==> src/alarm_pkg.sv <==
/*
 Shared constants, register map, field layout and carrier types of the
 process alarm evaluator. Assumes a 20 MHz core clock.
*/
package alarm_pkg;

   // ****************************************
   // Timing
   // ****************************************
   localparam int unsigned CLK_HZ = 20_000_000;
   localparam int unsigned POWERUP_S = 3;
   localparam int unsigned POWERUP_CYCLES = POWERUP_S * CLK_HZ;

   // ****************************************
   // Register map (byte offsets)
   // ****************************************
   localparam int NUM_ALARMS = 3;
   localparam logic [7:0] CTRL_OFS = 8'h00;
   localparam logic [7:0] CMD_OFS = 8'h04;
   localparam logic [7:0] SP_OFS = 8'h08;
   localparam logic [7:0] STAT_OFS = 8'h0C;
   localparam logic [1:0] ALM_CFG_W = 2'h0;
   localparam logic [1:0] ALM_X_W = 2'h1;
   localparam logic [1:0] ALM_HL_W = 2'h2;
   localparam logic [1:0] ALM_HYS_W = 2'h3;

   // ****************************************
   // Field positions
   // ****************************************
   localparam int CTRL_RUN = 0;
   localparam int CTRL_RAMP = 1;
   localparam int CTRL_ANALOG = 2;
   localparam int CTRL_DP = 4;
   localparam int CMD_LCAN = 0;
   localparam int CMD_SRST = 1;
   localparam int CFG_LATCH = 4;
   localparam int CFG_OPEN = 5;
   localparam int CFG_SPSEL = 6;
   localparam int HL_LOWER = 16;
   localparam int STAT_OUT = 3;
   localparam int STAT_SB = 6;
   localparam int STAT_PUP = 9;

   // ****************************************
   // Alarm kinds and reset values
   // ****************************************
   localparam logic [3:0] AK_OFF = 4'h0;
   localparam logic [3:0] AK_DUAL = 4'h1;
   localparam logic [3:0] AK_UP = 4'h2;
   localparam logic [3:0] AK_LO = 4'h3;
   localparam logic [3:0] AK_RANGE = 4'h4;
   localparam logic [3:0] AK_DUAL_SB = 4'h5;
   localparam logic [3:0] AK_UP_SB = 4'h6;
   localparam logic [3:0] AK_LO_SB = 4'h7;
   localparam logic [3:0] AK_ABS_UP = 4'h8;
   localparam logic [3:0] AK_ABS_LO = 4'h9;
   localparam logic [3:0] AK_ABS_UP_SB = 4'hA;
   localparam logic [3:0] AK_ABS_LO_SB = 4'hB;
   localparam logic [3:0] KIND_RST = AK_UP;
   localparam logic [13:0] HYST_RST = 14'h0002;
   localparam logic [13:0] HYST_MIN = 14'h0001;
   localparam logic [13:0] HYST_MAX = 14'h270F;
   localparam logic signed [15:0] VAL_MIN = -16'sd1999;
   localparam logic signed [15:0] VAL_MAX = 16'sd9999;
   localparam logic [1:0] RESP_OK = 2'h0;
   localparam logic [1:0] RESP_DEC = 2'h3;

   typedef struct packed {
      logic [3:0] kind;
      logic latch_en;
      logic open_sel;
      logic sp_sel;
      logic signed [15:0] x;
      logic signed [15:0] h;
      logic signed [15:0] l;
      logic [13:0] hyst;
   } alarm_cfg_t;

   function automatic logic [31:0] merge_strb(input logic [31:0] old,
         input logic [31:0] nw, input logic [3:0] strb);
      logic [31:0] r;
      r = old;
      for (int b = 0; b < 4; b++) begin
         if (strb[b]) r[8*b +: 8] = nw[8*b +: 8];
      end
      return r;
   endfunction: merge_strb

   function automatic logic signed [15:0] clamp_val(input logic [15:0] v);
      logic signed [15:0] s;
      s = $signed(v);
      if (s < VAL_MIN) return VAL_MIN;
      if (s > VAL_MAX) return VAL_MAX;
      return s;
   endfunction: clamp_val

   function automatic logic [13:0] clamp_hyst(input logic [13:0] v);
      if (v < HYST_MIN) return HYST_MIN;
      if (v > HYST_MAX) return HYST_MAX;
      return v;
   endfunction: clamp_hyst

   // Hysteresis in process value counts; one decimal forced for integer analog scaling
   function automatic logic [13:0] hyst_counts(input logic [13:0] v,
         input logic analog, input logic [1:0] dp);
      logic [13:0] q;
      q = 14'((v + 14'h0009) / 14'h000A);
      if (analog && dp == 2'h0) return q;
      return v;
   endfunction: hyst_counts

endpackage: alarm_pkg

==> src/powerup_hold.sv <==
/*
 Power-up hold-off timer: done rises once CYCLES clocks have passed
 after reset release. Assumes one clock and an asynchronous low reset.
*/
`timescale 1ns/1ps
`default_nettype none
module powerup_hold #(
   parameter int unsigned CYCLES = 60_000_000
) (
   // Clock and reset
   input wire logic core_clk,
   input wire logic rstn,
   // Status
   output logic done
);

   logic [31:0] count;

   // ****************************************
   // Counter
   // ****************************************
   always_ff @(posedge core_clk or negedge rstn) begin
      if (!rstn) begin
         count <= 32'h00000000;
         done <= 1'b0;
      end else if (!done) begin
         count <= count + 32'h00000001;
         done <= (count + 32'h00000001 >= CYCLES);
      end
   end

endmodule: powerup_hold
`default_nettype wire

==> src/process_alarm_evaluator.sv <==
/*
 Three-alarm process value evaluator with an AXI4-Lite register slave.
 Assumes pv and ramp_sp come from logic on core_clk; alarm_out drives
 alarm contacts, high meaning closed.
*/
// Design decisions made here: the AXI4-Lite interface to the registers and the placing of the registers.
`timescale 1ns/1ps
`default_nettype none
module process_alarm_evaluator
   import alarm_pkg::*;
#(
   parameter int unsigned POWERUP_CYC = POWERUP_CYCLES
) (
   // Clock and reset
   input wire logic core_clk,
   input wire logic rstn,
   // AXI4-Lite write address and data
   input wire logic awvalid,
   output logic awready,
   input wire logic [7:0] awaddr,
   input wire logic [2:0] awprot,
   input wire logic wvalid,
   output logic wready,
   input wire logic [31:0] wdata,
   input wire logic [3:0] wstrb,
   // AXI4-Lite write response
   output logic bvalid,
   input wire logic bready,
   output logic [1:0] bresp,
   // AXI4-Lite read
   input wire logic arvalid,
   output logic arready,
   input wire logic [7:0] araddr,
   input wire logic [2:0] arprot,
   output logic rvalid,
   input wire logic rready,
   output logic [31:0] rdata,
   output logic [1:0] rresp,
   // Process values
   input wire logic signed [15:0] pv,
   input wire logic signed [15:0] ramp_sp,
   // Alarm contacts
   output logic [NUM_ALARMS-1:0] alarm_out
);

   // ****************************************
   // Register state
   // ****************************************
   logic run;
   logic ramp_en;
   logic analog;
   logic [1:0] dp;
   logic signed [15:0] sp;
   alarm_cfg_t cfg [NUM_ALARMS];
   logic run_q;
   logic sp_chg;
   logic srst_cmd;
   logic lcan_cmd;
   logic pup_done;

   // ****************************************
   // Write channel capture
   // ****************************************
   logic aw_full;
   logic w_full;
   logic [7:0] wr_addr;
   logic [31:0] wr_data;
   logic [3:0] wr_strb;

   wire do_write = aw_full && w_full && !bvalid;
   wire wr_alm = (wr_addr[7:4] >= 4'h1) && (wr_addr[7:4] <= 4'h3);
   wire [1:0] wr_idx = 2'(wr_addr[7:4] - 4'h1);
   wire wr_known = wr_alm || wr_addr[7:2] <= STAT_OFS[7:2];
   wire [31:0] cur_ctrl = {26'h0, dp, 1'b0, analog, ramp_en, run};

   always_ff @(posedge core_clk or negedge rstn) begin
      if (!rstn) begin
         awready <= 1'b1;
         wready <= 1'b1;
         aw_full <= 1'b0;
         w_full <= 1'b0;
         wr_addr <= 8'h00;
         wr_data <= 32'h00000000;
         wr_strb <= 4'h0;
         bvalid <= 1'b0;
         bresp <= RESP_OK;
      end else begin
         if (awvalid && awready) begin
            aw_full <= 1'b1;
            awready <= 1'b0;
            wr_addr <= awaddr;
         end
         if (wvalid && wready) begin
            w_full <= 1'b1;
            wready <= 1'b0;
            wr_data <= wdata;
            wr_strb <= wstrb;
         end
         if (do_write) begin
            bvalid <= 1'b1;
            bresp <= wr_known ? RESP_OK : RESP_DEC;
         end
         if (bvalid && bready) begin
            bvalid <= 1'b0;
            aw_full <= 1'b0;
            w_full <= 1'b0;
            awready <= 1'b1;
            wready <= 1'b1;
         end
      end
   end

   // ****************************************
   // Register writes
   // ****************************************
   wire [31:0] ctrl_w = merge_strb(cur_ctrl, wr_data, wr_strb);
   wire [31:0] cmd_w = merge_strb(32'h00000000, wr_data, wr_strb);
   wire [31:0] sp_w = merge_strb({16'h0000, sp}, wr_data, wr_strb);
   wire signed [15:0] sp_new = clamp_val(sp_w[15:0]);

   always_ff @(posedge core_clk or negedge rstn) begin
      if (!rstn) begin
         run <= 1'b0;
         ramp_en <= 1'b0;
         analog <= 1'b0;
         dp <= 2'h0;
         sp <= 16'sh0000;
         sp_chg <= 1'b0;
         srst_cmd <= 1'b0;
         lcan_cmd <= 1'b0;
         run_q <= 1'b0;
      end else begin
         sp_chg <= 1'b0;
         srst_cmd <= 1'b0;
         lcan_cmd <= 1'b0;
         run_q <= run;
         if (do_write && wr_addr == CTRL_OFS) begin
            run <= ctrl_w[CTRL_RUN];
            ramp_en <= ctrl_w[CTRL_RAMP];
            analog <= ctrl_w[CTRL_ANALOG];
            dp <= ctrl_w[CTRL_DP +: 2];
         end
         if (do_write && wr_addr == CMD_OFS) begin
            lcan_cmd <= cmd_w[CMD_LCAN];
            srst_cmd <= cmd_w[CMD_SRST];
         end
         if (do_write && wr_addr == SP_OFS) begin
            sp <= sp_new;
            sp_chg <= (sp_new != sp);
         end
      end
   end

   // Per-alarm parameter writes; kind always writable, latch, open and SP select bits and hysteresis frozen while control runs
   always_ff @(posedge core_clk or negedge rstn) begin
      if (!rstn) begin
         for (int i = 0; i < NUM_ALARMS; i++) begin
            cfg[i].kind <= KIND_RST;
            cfg[i].latch_en <= 1'b0;
            cfg[i].open_sel <= 1'b0;
            cfg[i].sp_sel <= 1'b0;
            cfg[i].x <= 16'sh0000;
            cfg[i].h <= 16'sh0000;
            cfg[i].l <= 16'sh0000;
            cfg[i].hyst <= HYST_RST;
         end
      end else if (do_write && wr_alm) begin
         unique case (wr_addr[3:2])
            ALM_CFG_W: begin
               if (wr_strb[0] && wr_data[3:0] <= AK_ABS_LO_SB) begin
                  cfg[wr_idx].kind <= wr_data[3:0];
               end
               if (wr_strb[0] && !run) begin
                  cfg[wr_idx].latch_en <= wr_data[CFG_LATCH];
                  cfg[wr_idx].open_sel <= wr_data[CFG_OPEN];
                  cfg[wr_idx].sp_sel <= wr_data[CFG_SPSEL];
               end
            end
            ALM_X_W: begin
               cfg[wr_idx].x <= clamp_val(16'(merge_strb({16'h0000, cfg[wr_idx].x},
                  wr_data, wr_strb)));
            end
            ALM_HL_W: begin
               cfg[wr_idx].h <= clamp_val(16'(merge_strb({cfg[wr_idx].l, cfg[wr_idx].h},
                  wr_data, wr_strb)));
               cfg[wr_idx].l <= clamp_val(16'(merge_strb({cfg[wr_idx].l,
                  cfg[wr_idx].h}, wr_data, wr_strb) >> HL_LOWER));
            end
            ALM_HYS_W: begin
               if (!run) begin
                  cfg[wr_idx].hyst <= clamp_hyst(14'(merge_strb(
                     {18'h00000, cfg[wr_idx].hyst}, wr_data, wr_strb)));
               end
            end
         endcase
      end
   end

   // ****************************************
   // Events
   // ****************************************
   wire run_rise = run && !run_q;
   // Software reset also restarts standby; power-on is covered by reset
   wire rearm = run_rise || sp_chg || srst_cmd;
   wire latch_clr = lcan_cmd || srst_cmd;

   powerup_hold #(.CYCLES(POWERUP_CYC)) u_hold (
      .core_clk(core_clk), .rstn(rstn), .done(pup_done)
   );

   // ****************************************
   // Alarm evaluation
   // ****************************************
   logic [NUM_ALARMS-1:0] act;
   logic [NUM_ALARMS-1:0] standby;
   logic [NUM_ALARMS-1:0] latched;
   logic [NUM_ALARMS-1:0] func;

   for (genvar i = 0; i < NUM_ALARMS; i++) begin : g_alm
      wire [3:0] k = cfg[i].kind;
      wire valid = (k != AK_OFF) && (k <= AK_ABS_LO_SB);
      wire is_dual = (k == AK_DUAL) || (k == AK_DUAL_SB);
      wire is_rng = (k == AK_RANGE);
      wire is_up = (k == AK_UP) || (k == AK_UP_SB) || (k == AK_ABS_UP) || (k == AK_ABS_UP_SB);
      wire is_lo = (k == AK_LO) || (k == AK_LO_SB) || (k == AK_ABS_LO) || (k == AK_ABS_LO_SB);
      wire is_abs = (k >= AK_ABS_UP) && (k <= AK_ABS_LO_SB);
      wire is_sb = (k == AK_DUAL_SB) || (k == AK_UP_SB) || (k == AK_LO_SB)
         || (k == AK_ABS_UP_SB) || (k == AK_ABS_LO_SB);
      // Final SP chosen only for deviation kinds under an active ramp
      wire signed [17:0] ref_sp = (ramp_en && !cfg[i].sp_sel) ?
         18'(ramp_sp) : 18'(sp);
      wire signed [17:0] hy = $signed({4'h0, hyst_counts(cfg[i].hyst, analog, dp)});
      wire signed [17:0] up_dev = ref_sp + 18'(cfg[i].x);
      wire signed [17:0] lo_dev = ref_sp - 18'(cfg[i].x);
      wire signed [17:0] up_thr = (is_dual || is_rng) ? ref_sp + 18'(cfg[i].h)
         : (is_abs ? 18'(cfg[i].x) : up_dev);
      wire signed [17:0] lo_thr = (is_dual || is_rng) ? ref_sp - 18'(cfg[i].l)
         : (is_abs ? 18'(cfg[i].x) : lo_dev);
      wire signed [17:0] pvx = 18'(pv);
      wire up_in = pvx > up_thr;
      wire up_stay = pvx > up_thr - hy;
      wire lo_in = pvx < lo_thr;
      wire lo_stay = pvx < lo_thr + hy;
      wire rng_in = (pvx >= lo_thr) && (pvx <= up_thr);
      wire rng_stay = (pvx >= lo_thr - hy) && (pvx <= up_thr + hy);
      wire enter = (is_up && up_in) || (is_lo && lo_in)
         || (is_dual && (up_in || lo_in)) || (is_rng && rng_in);
      wire stay = (is_up && up_stay) || (is_lo && lo_stay)
         || (is_dual && (up_stay || lo_stay)) || (is_rng && rng_stay);
      wire cond = act[i] ? stay : enter;
      wire inverted = (k == AK_DUAL_SB) && (up_thr <= lo_thr);
      wire overlap = (k == AK_DUAL_SB) && (up_thr - lo_thr <= hy);
      wire blocked = !valid || inverted || overlap;
      wire asserted = act[i] && !standby[i] && !blocked;

      always_ff @(posedge core_clk or negedge rstn) begin
         if (!rstn) begin
            act[i] <= 1'b0;
            standby[i] <= 1'b1;
            latched[i] <= 1'b0;
            func[i] <= 1'b0;
         end else begin
            act[i] <= valid && cond;
            if (rearm && is_sb) begin
               standby[i] <= 1'b1;
            end else if (!is_sb || !cond) begin
               standby[i] <= 1'b0;
            end
            // A condition still present re-latches over a cancel
            if (cfg[i].latch_en && asserted) begin
               latched[i] <= 1'b1;
            end else if (latch_clr || !valid) begin
               latched[i] <= 1'b0;
            end
            func[i] <= asserted || (latched[i] && valid && !latch_clr);
         end
      end
   end

   // ****************************************
   // Contact drive
   // ****************************************
   logic [NUM_ALARMS-1:0] pol;
   always_comb begin
      for (int i = 0; i < NUM_ALARMS; i++) begin
         pol[i] = func[i] ^ cfg[i].open_sel;
      end
   end

   always_ff @(posedge core_clk or negedge rstn) begin
      if (!rstn) begin
         alarm_out <= '0;
      end else begin
         alarm_out <= pup_done ? pol : '0;
      end
   end

   // ****************************************
   // Read channel
   // ****************************************
   wire rd_alm = (araddr[7:4] >= 4'h1) && (araddr[7:4] <= 4'h3);
   wire [1:0] rd_idx = 2'(araddr[7:4] - 4'h1);
   wire rd_known = rd_alm || araddr[7:2] <= STAT_OFS[7:2];
   logic [31:0] rd_mux;

   always_comb begin
      rd_mux = 32'h00000000;
      if (rd_alm) begin
         unique case (araddr[3:2])
            ALM_CFG_W: rd_mux = {25'h0, cfg[rd_idx].sp_sel,
               cfg[rd_idx].open_sel, cfg[rd_idx].latch_en, cfg[rd_idx].kind};
            ALM_X_W: rd_mux = 32'(cfg[rd_idx].x);
            ALM_HL_W: rd_mux = {cfg[rd_idx].l, cfg[rd_idx].h};
            ALM_HYS_W: rd_mux = {18'h00000, cfg[rd_idx].hyst};
         endcase
      end else if (araddr == CTRL_OFS) begin
         rd_mux = cur_ctrl;
      end else if (araddr == SP_OFS) begin
         rd_mux = 32'(sp);
      end else if (araddr == STAT_OFS) begin
         rd_mux = {22'h0, pup_done, standby, alarm_out, func};
      end
   end

   always_ff @(posedge core_clk or negedge rstn) begin
      if (!rstn) begin
         arready <= 1'b1;
         rvalid <= 1'b0;
         rdata <= 32'h00000000;
         rresp <= RESP_OK;
      end else if (arvalid && arready) begin
         arready <= 1'b0;
         rvalid <= 1'b1;
         rdata <= rd_mux;
         rresp <= rd_known ? RESP_OK : RESP_DEC;
      end else if (rvalid && rready) begin
         rvalid <= 1'b0;
         arready <= 1'b1;
      end
   end

endmodule: process_alarm_evaluator
`default_nettype wire

==> config.mk <==
export PLATFORM = sky130hd
export DESIGN_NAME = process_alarm_evaluator
export DESIGN_NICKNAME = d
export VERILOG_FILES = /design/src/alarm_pkg.sv /design/src/powerup_hold.sv /design/src/process_alarm_evaluator.sv
export SDC_FILE = /design/constraint.sdc
export NUM_CORES = 2
export LEC_CHECK = 0
export ABC_AREA = 1
export BUFFER_PORTS_ARGS = -buffer_cell sky130_fd_sc_hd__buf_2
export CAP_MARGIN = 20
export CORE_MARGIN = 2
export CORE_UTILIZATION = 40
export CTS_CLUSTER_DIAMETER = 80
export DETAILED_ROUTE_END_ITERATION = 8
export GPL_TIMING_DRIVEN = 0
export SLEW_MARGIN = 20
export SYNTH_ARGS = -nofsm -noshare
export SYNTH_HDL_FRONTEND = slang
export SYNTH_SLANG_ARGS = --single-unit
==> constraint.sdc <==
create_clock -name core_clk -period 8.9 [get_ports core_clk]
set_input_delay 1.78 -clock core_clk [delete_from_list [all_inputs] [get_ports core_clk]]
set_output_delay 1.78 -clock core_clk [all_outputs]
set_load 0.01 [all_outputs]
Word level (Yosys, flattened, before mapping)
Index checks and enable logic that the tools add are counted.
{"block": "word_totals", "inputBits": 97, "elab_cells": 600, "register_bits": 367}
{"block": "classes", "addsub": 33, "eq_ne": 45, "order_cmp": 57, "div": 3, "n_mux": 190, "bitwise_logic": 5, "reduce_logical": 206}
{"operator": "$bwmux W207", "count": 8}
{"operator": "$demux W69 S2", "count": 8}
{"operator": "$mux W207", "count": 5}
{"operator": "$pmux W207 S4", "count": 1}
{"operator": "$mux W16", "count": 22}
{"operator": "$bmux W69 S2", "count": 2}
{"operator": "$mux W18", "count": 15}
{"operator": "$mux W69", "count": 3}
{"operator": "$mux W14", "count": 14}
{"operator": "$mux W8", "count": 24}
{"operator": "$mux W62", "count": 3}
{"operator": "$pmux W32 S4", "count": 1}
{"operator": "$add A18 B15 Y18", "count": 6}
{"operator": "$add A18 B16 Y18", "count": 6}
{"operator": "$ge A16 B18 Y1", "count": 6}
{"operator": "$gt A16 B18 Y1", "count": 6}
{"operator": "$le A16 B18 Y1", "count": 6}
{"operator": "$lt A16 B18 Y1", "count": 6}
{"operator": "$sub A18 B15 Y18", "count": 6}
{"operator": "$sub A18 B16 Y18", "count": 6}
{"operator": "$mux W32", "count": 3}
{"operator": "$logic_and A1 B1 Y1", "count": 84}
{"operator": "$logic_or A1 B1 Y1", "count": 80}
{"operator": "$mux W1", "count": 67}
{"operator": "other kinds (46)", "count": 151}

Depth between registers and ports, before layout
{"block": "depth", "ltp_word": 26, "mapped_depth": 87}

By module
From an unflattened synthesis, not the netlist that was laid out.
{"block": "unflattened", "cells_unflattened": 7603, "hier_area_um2": 50866.3}
{"module": "process_alarm_evaluator", "seq_area_each_um2": 8323.0, "cells_each": 7267, "area_each_um2": 48641.7, "n_inst": 1}
{"module": "powerup_hold", "seq_area_each_um2": 825.8, "cells_each": 336, "area_each_um2": 2224.6, "n_inst": 1}

Least setup slack after synthesis
Ideal clock, no wire load.
{"block": "synth_timing", "path_type": "flip-flop to flip-flop", "start": "register with a tool-made name", "end": "register standby[1]", "path_stages_with_launch": 84, "t_arrival_ps": 8444, "setup_time_ps": 98, "synth_period_minus_slack_ps": 8543, "slack_ps": 357, "cell_sequence": "dfstp_2 > ha_1 > nand2_1 > nand2_1 > nand2_1 > nor2_2 > nand3_1 > xor2_1 > clkinv_1 > nand3_1 > nand3_2 > nand2_2 > nand3_1 > nand2_4 > nand2_2 > nand2_4 > nand2_4 > nand2_4 > [... 48 more ...] > o21bai_1 > nand2_1 > nand2_1 > a21oi_1 > nand3_1 > xor2_1 > ha_1 > nand2_1 > inv_1 > nand3_1 > o221ai_1 > xor2_1 > o311ai_0 > o211ai_1 > inv_1 > a22oi_1 > nand2_1 > a221oi_1"}
{"element": "end signal, assigned by index", "line_no": "process_alarm_evaluator.sv:259", "rtl": "standby[i] <= 1'b1;"}
{"element": "end signal, assigned by index", "line_no": "process_alarm_evaluator.sv:265", "rtl": "standby[i] <= 1'b1;"}
{"element": "end signal, assigned by index", "line_no": "process_alarm_evaluator.sv:267", "rtl": "standby[i] <= 1'b0;"}
{"element": "end, declared", "line_no": "process_alarm_evaluator.sv:215", "rtl": "logic [NUM_ALARMS-1:0] standby;"}

==> impl_metrics.tcl <==
set metrics [dict create \
    finalClockSkew_ps 58.08 \
    synth_edf_count 0 \
    final_common_cell "nand2_1" \
    drcViolationCount 0 \
    clk_pin_slew_ps 60 \
    grt_pass1_wl_um 350200 \
    drt-pass1-iter-count 8 \
    synth_top_cell_by_area "ha_1" \
    start_util_pct 40.20 \
    hold_viol_final 0 \
    path_class "flop to flop" \
    h-tree-depth 2 \
    clock.fmax_ghz 0.1035 \
    first_global_vias 50180 \
    core_area_sq_mm 0.1252 \
    synth_compound_area_share_pct 23.26 \
    syn-num-nets 8356 \
    fin_nets 8747 \
    final_cell_mix "nand2_1, inv_1, ha_1, a21oi_1, o21ai_0" \
    clk_latency_ps 660 \
    cts_hold_buf 0 \
    critical_path_arrival_ps 10200 \
    cp-start-kind "flop" \
    setup_slack_ps -759.2 \
    maxCapViolCount 0 \
    grt_max_degree 97 \
    die_area_sq_mm 0.1287 \
    synth.area.mux_share_pct 0.1243 \
    gp_congestion 1.074 \
    synth_top_flop_cell "dfrtp_1" \
    antenna_found_initial 27 \
    ff2ff_setup_slack_ps -760 \
    synth_xor_area_share_pct 6.531 \
    setup_violations 6 \
    synth_area_sq_mm 0.05035 \
    dr_total_vias 54940 \
    ys_seq_area_share_pct 18.17 \
    cp_data_required_time_ps 9440 \
    slowest_delay_ps 560 \
    path_max_fanout 7 \
    cp_slowest_cell "dfstp_2" \
    cts_buffer_depth 3 \
    setup.worst_path.end_class "flop" \
    dieHeight_um 358.8 \
    yosysUniqueCellTypes 73 \
    fin_crit_sh_pct 108.5 \
    ys_warn_count 0 \
    root_buffer "clkbuf_16" \
    synth_top_cell_area_share_pct 19.78 \
    hold_path_startpoint "wready" \
    wl_um 251600 \
    hold_ws_ps 481.5 \
    cts_tree "yes" \
    io_pins 141 \
    via_per_inst 5.768 \
    ys_async_sr_fraction_pct 100.0 \
    path_common_cell "nand2_4" \
    yosys.area_share.simple_pct 21.00 \
    failed_checks "negative setup slack" \
    min_to "wready" \
    dieWidth_um 358.8 \
    grt_overflow 0 \
    cts_sinks 365 \
    ant_nets 0 \
    syn_avg_cell_area_sq_um 6.771 \
    wl_per_cell_um 26.41 \
    hold_depth 2 \
    status "complete, but fails checks" \
    drv_slew 0 \
    syn2layout_area_growth_pct 17.92 \
    grt_usage_pct 37.55 \
    port_buffers 134 \
    netlist_top_cells_area "ha_1, dfrtp_1, nand2_1" \
    synthAdderAreaFrac_pct 20.86 \
    dpl.hpwl_um 206700 \
    path_delay_family "simple AND/OR/NAND/NOR gates" \
    postSynthCellCount 7436 \
    r2r_cells 79 \
    hold_class "flop to flop" \
    r2r-end "standby[1]" \
    rsz0062_at_grt "true" \
    cts-buffers-inserted 46 \
    path_buf_inv 9 \
    synth_top_family_by_area "compound AO/OA/AOI/OAI gates" \
    drt_iter0_drc 5703 \
    drive_above_1_share_pct 13.54 \
    rows 130 \
    synth-seq-cells 365 \
    slew_headroom_pct 12.61 \
    worstMarginPinSlew_ps 1311 \
    fin_crit_ps 9659 \
]
## worst max path at each step
stage,slack (ps),end,cells past startpoint,start
finish,-760,standby[1],79,flop
floorplan,360,standby[1],83,flop
global route,-1260,standby[1],80,flop
global placement,-2510,standby[2],62,flop
CTS,-720,standby[1],83,flop
detailed placement,-2070,standby[2],71,flop
## area by class of cell
cell class | instances | area, sq um
diodes | 11 | 27.53
plain buffers | 193 | 747.0
clock buffers | 63 | 1315
clock inverters | 21 | 351.6
fillers | 12750 | 65880
inverters | 1150 | 4380
multi-input cells | 5728 | 38850
flip-flops and latches | 365 | 9175
well taps | 1650 | 2064
repair buffers | 343 | 2454
## stage by stage
step	std cells	setup slack [ps]	utilization [%]	setup TNS (ps)	area [sq um]
after floorplan	7436	357.3	-	0	50350
after global placement	9220	-2506	42.38	-607950	53080
after detailed placement	9246	-2068	42.69	-13970	53470
after CTS	9411	-716.8	45.22	-2788	56630
after global routing	9513	-1260	47.38	-5651	59340
final	9524	-759.2	47.40	-2304	59370
## worst min-delay path, delay by kind of cell, from the launching register on
| family | cells | cell delay, ps |
|---|---|---|
| DFF | 1 | 370 |
| AOI/OAI and AO/OA | 1 | 60 |
| buffers and inverters | 1 | 40 |
## what timing repair did
action,CTS,global route
resized for setup,216,451
pin swaps,119,252
setup buffers,81,102
endpoints found under the setup margin,9,12
## Yosys cell counts (5+ instances only)
library cell and count:
xnor2_1 54, o21bai_1 132, clkbuf_1 175, or2_2 38, a221oi_1 12, a32oi_1 43
inv_1 1099, a221o_1 14, a21o_1 20, o211ai_1 47, dfrtp_1 353, o311ai_0 5
nor2_1 518, o32ai_1 5, nand3_1 240, nand2_2 74, clkinv_1 12, and2_1 8
nor4_1 24, nand2_1 1385, a31oi_1 24, o31ai_1 48, o21ai_2 8, o21ai_0 756
o2111ai_1 8, o41ai_1 9, nor3_1 56, fa_1 27, o21a_1 37, o22ai_1 32
nand4_1 94, nand3_2 13, dfstp_2 12, nand2_4 13, buf_1 12, ha_1 796
inv_2 38, xor2_1 314, o21ai_1 12, a2111oi_0 7, a21oi_1 743, a211oi_1 27
o221ai_1 25, nand3b_1 7
## routing by layer
metal / routed length (um) / vias to the layer above / share of wire (%) / track usage, %
li1: - / 25760 / - / -
met5: 204 / - / 0.081 / 0.4074
met4: 15340 / 20 / 6.1 / 18.33
met3: 20430 / 543 / 8.1 / 6.269
met1: 107700 / 26280 / 43 / 50.45
met2: 107900 / 2337 / 43 / 58.17
## logic make-up (layout without fill, tap and decap cells)
family | after synthesis | in the layout
other cells | 0 | 11
compound gates | 2043 | 2043
flops | 365 | 365
simple gates | 2484 | 2484
buf+inv | 1343 | 1770
mux | 6 | 6
fa+ha+maj | 823 | 823
xor+xnor | 372 | 372
Power is not shown: default switching activity piles up to over one toggle a cycle in this logic, so the estimate is an artifact.
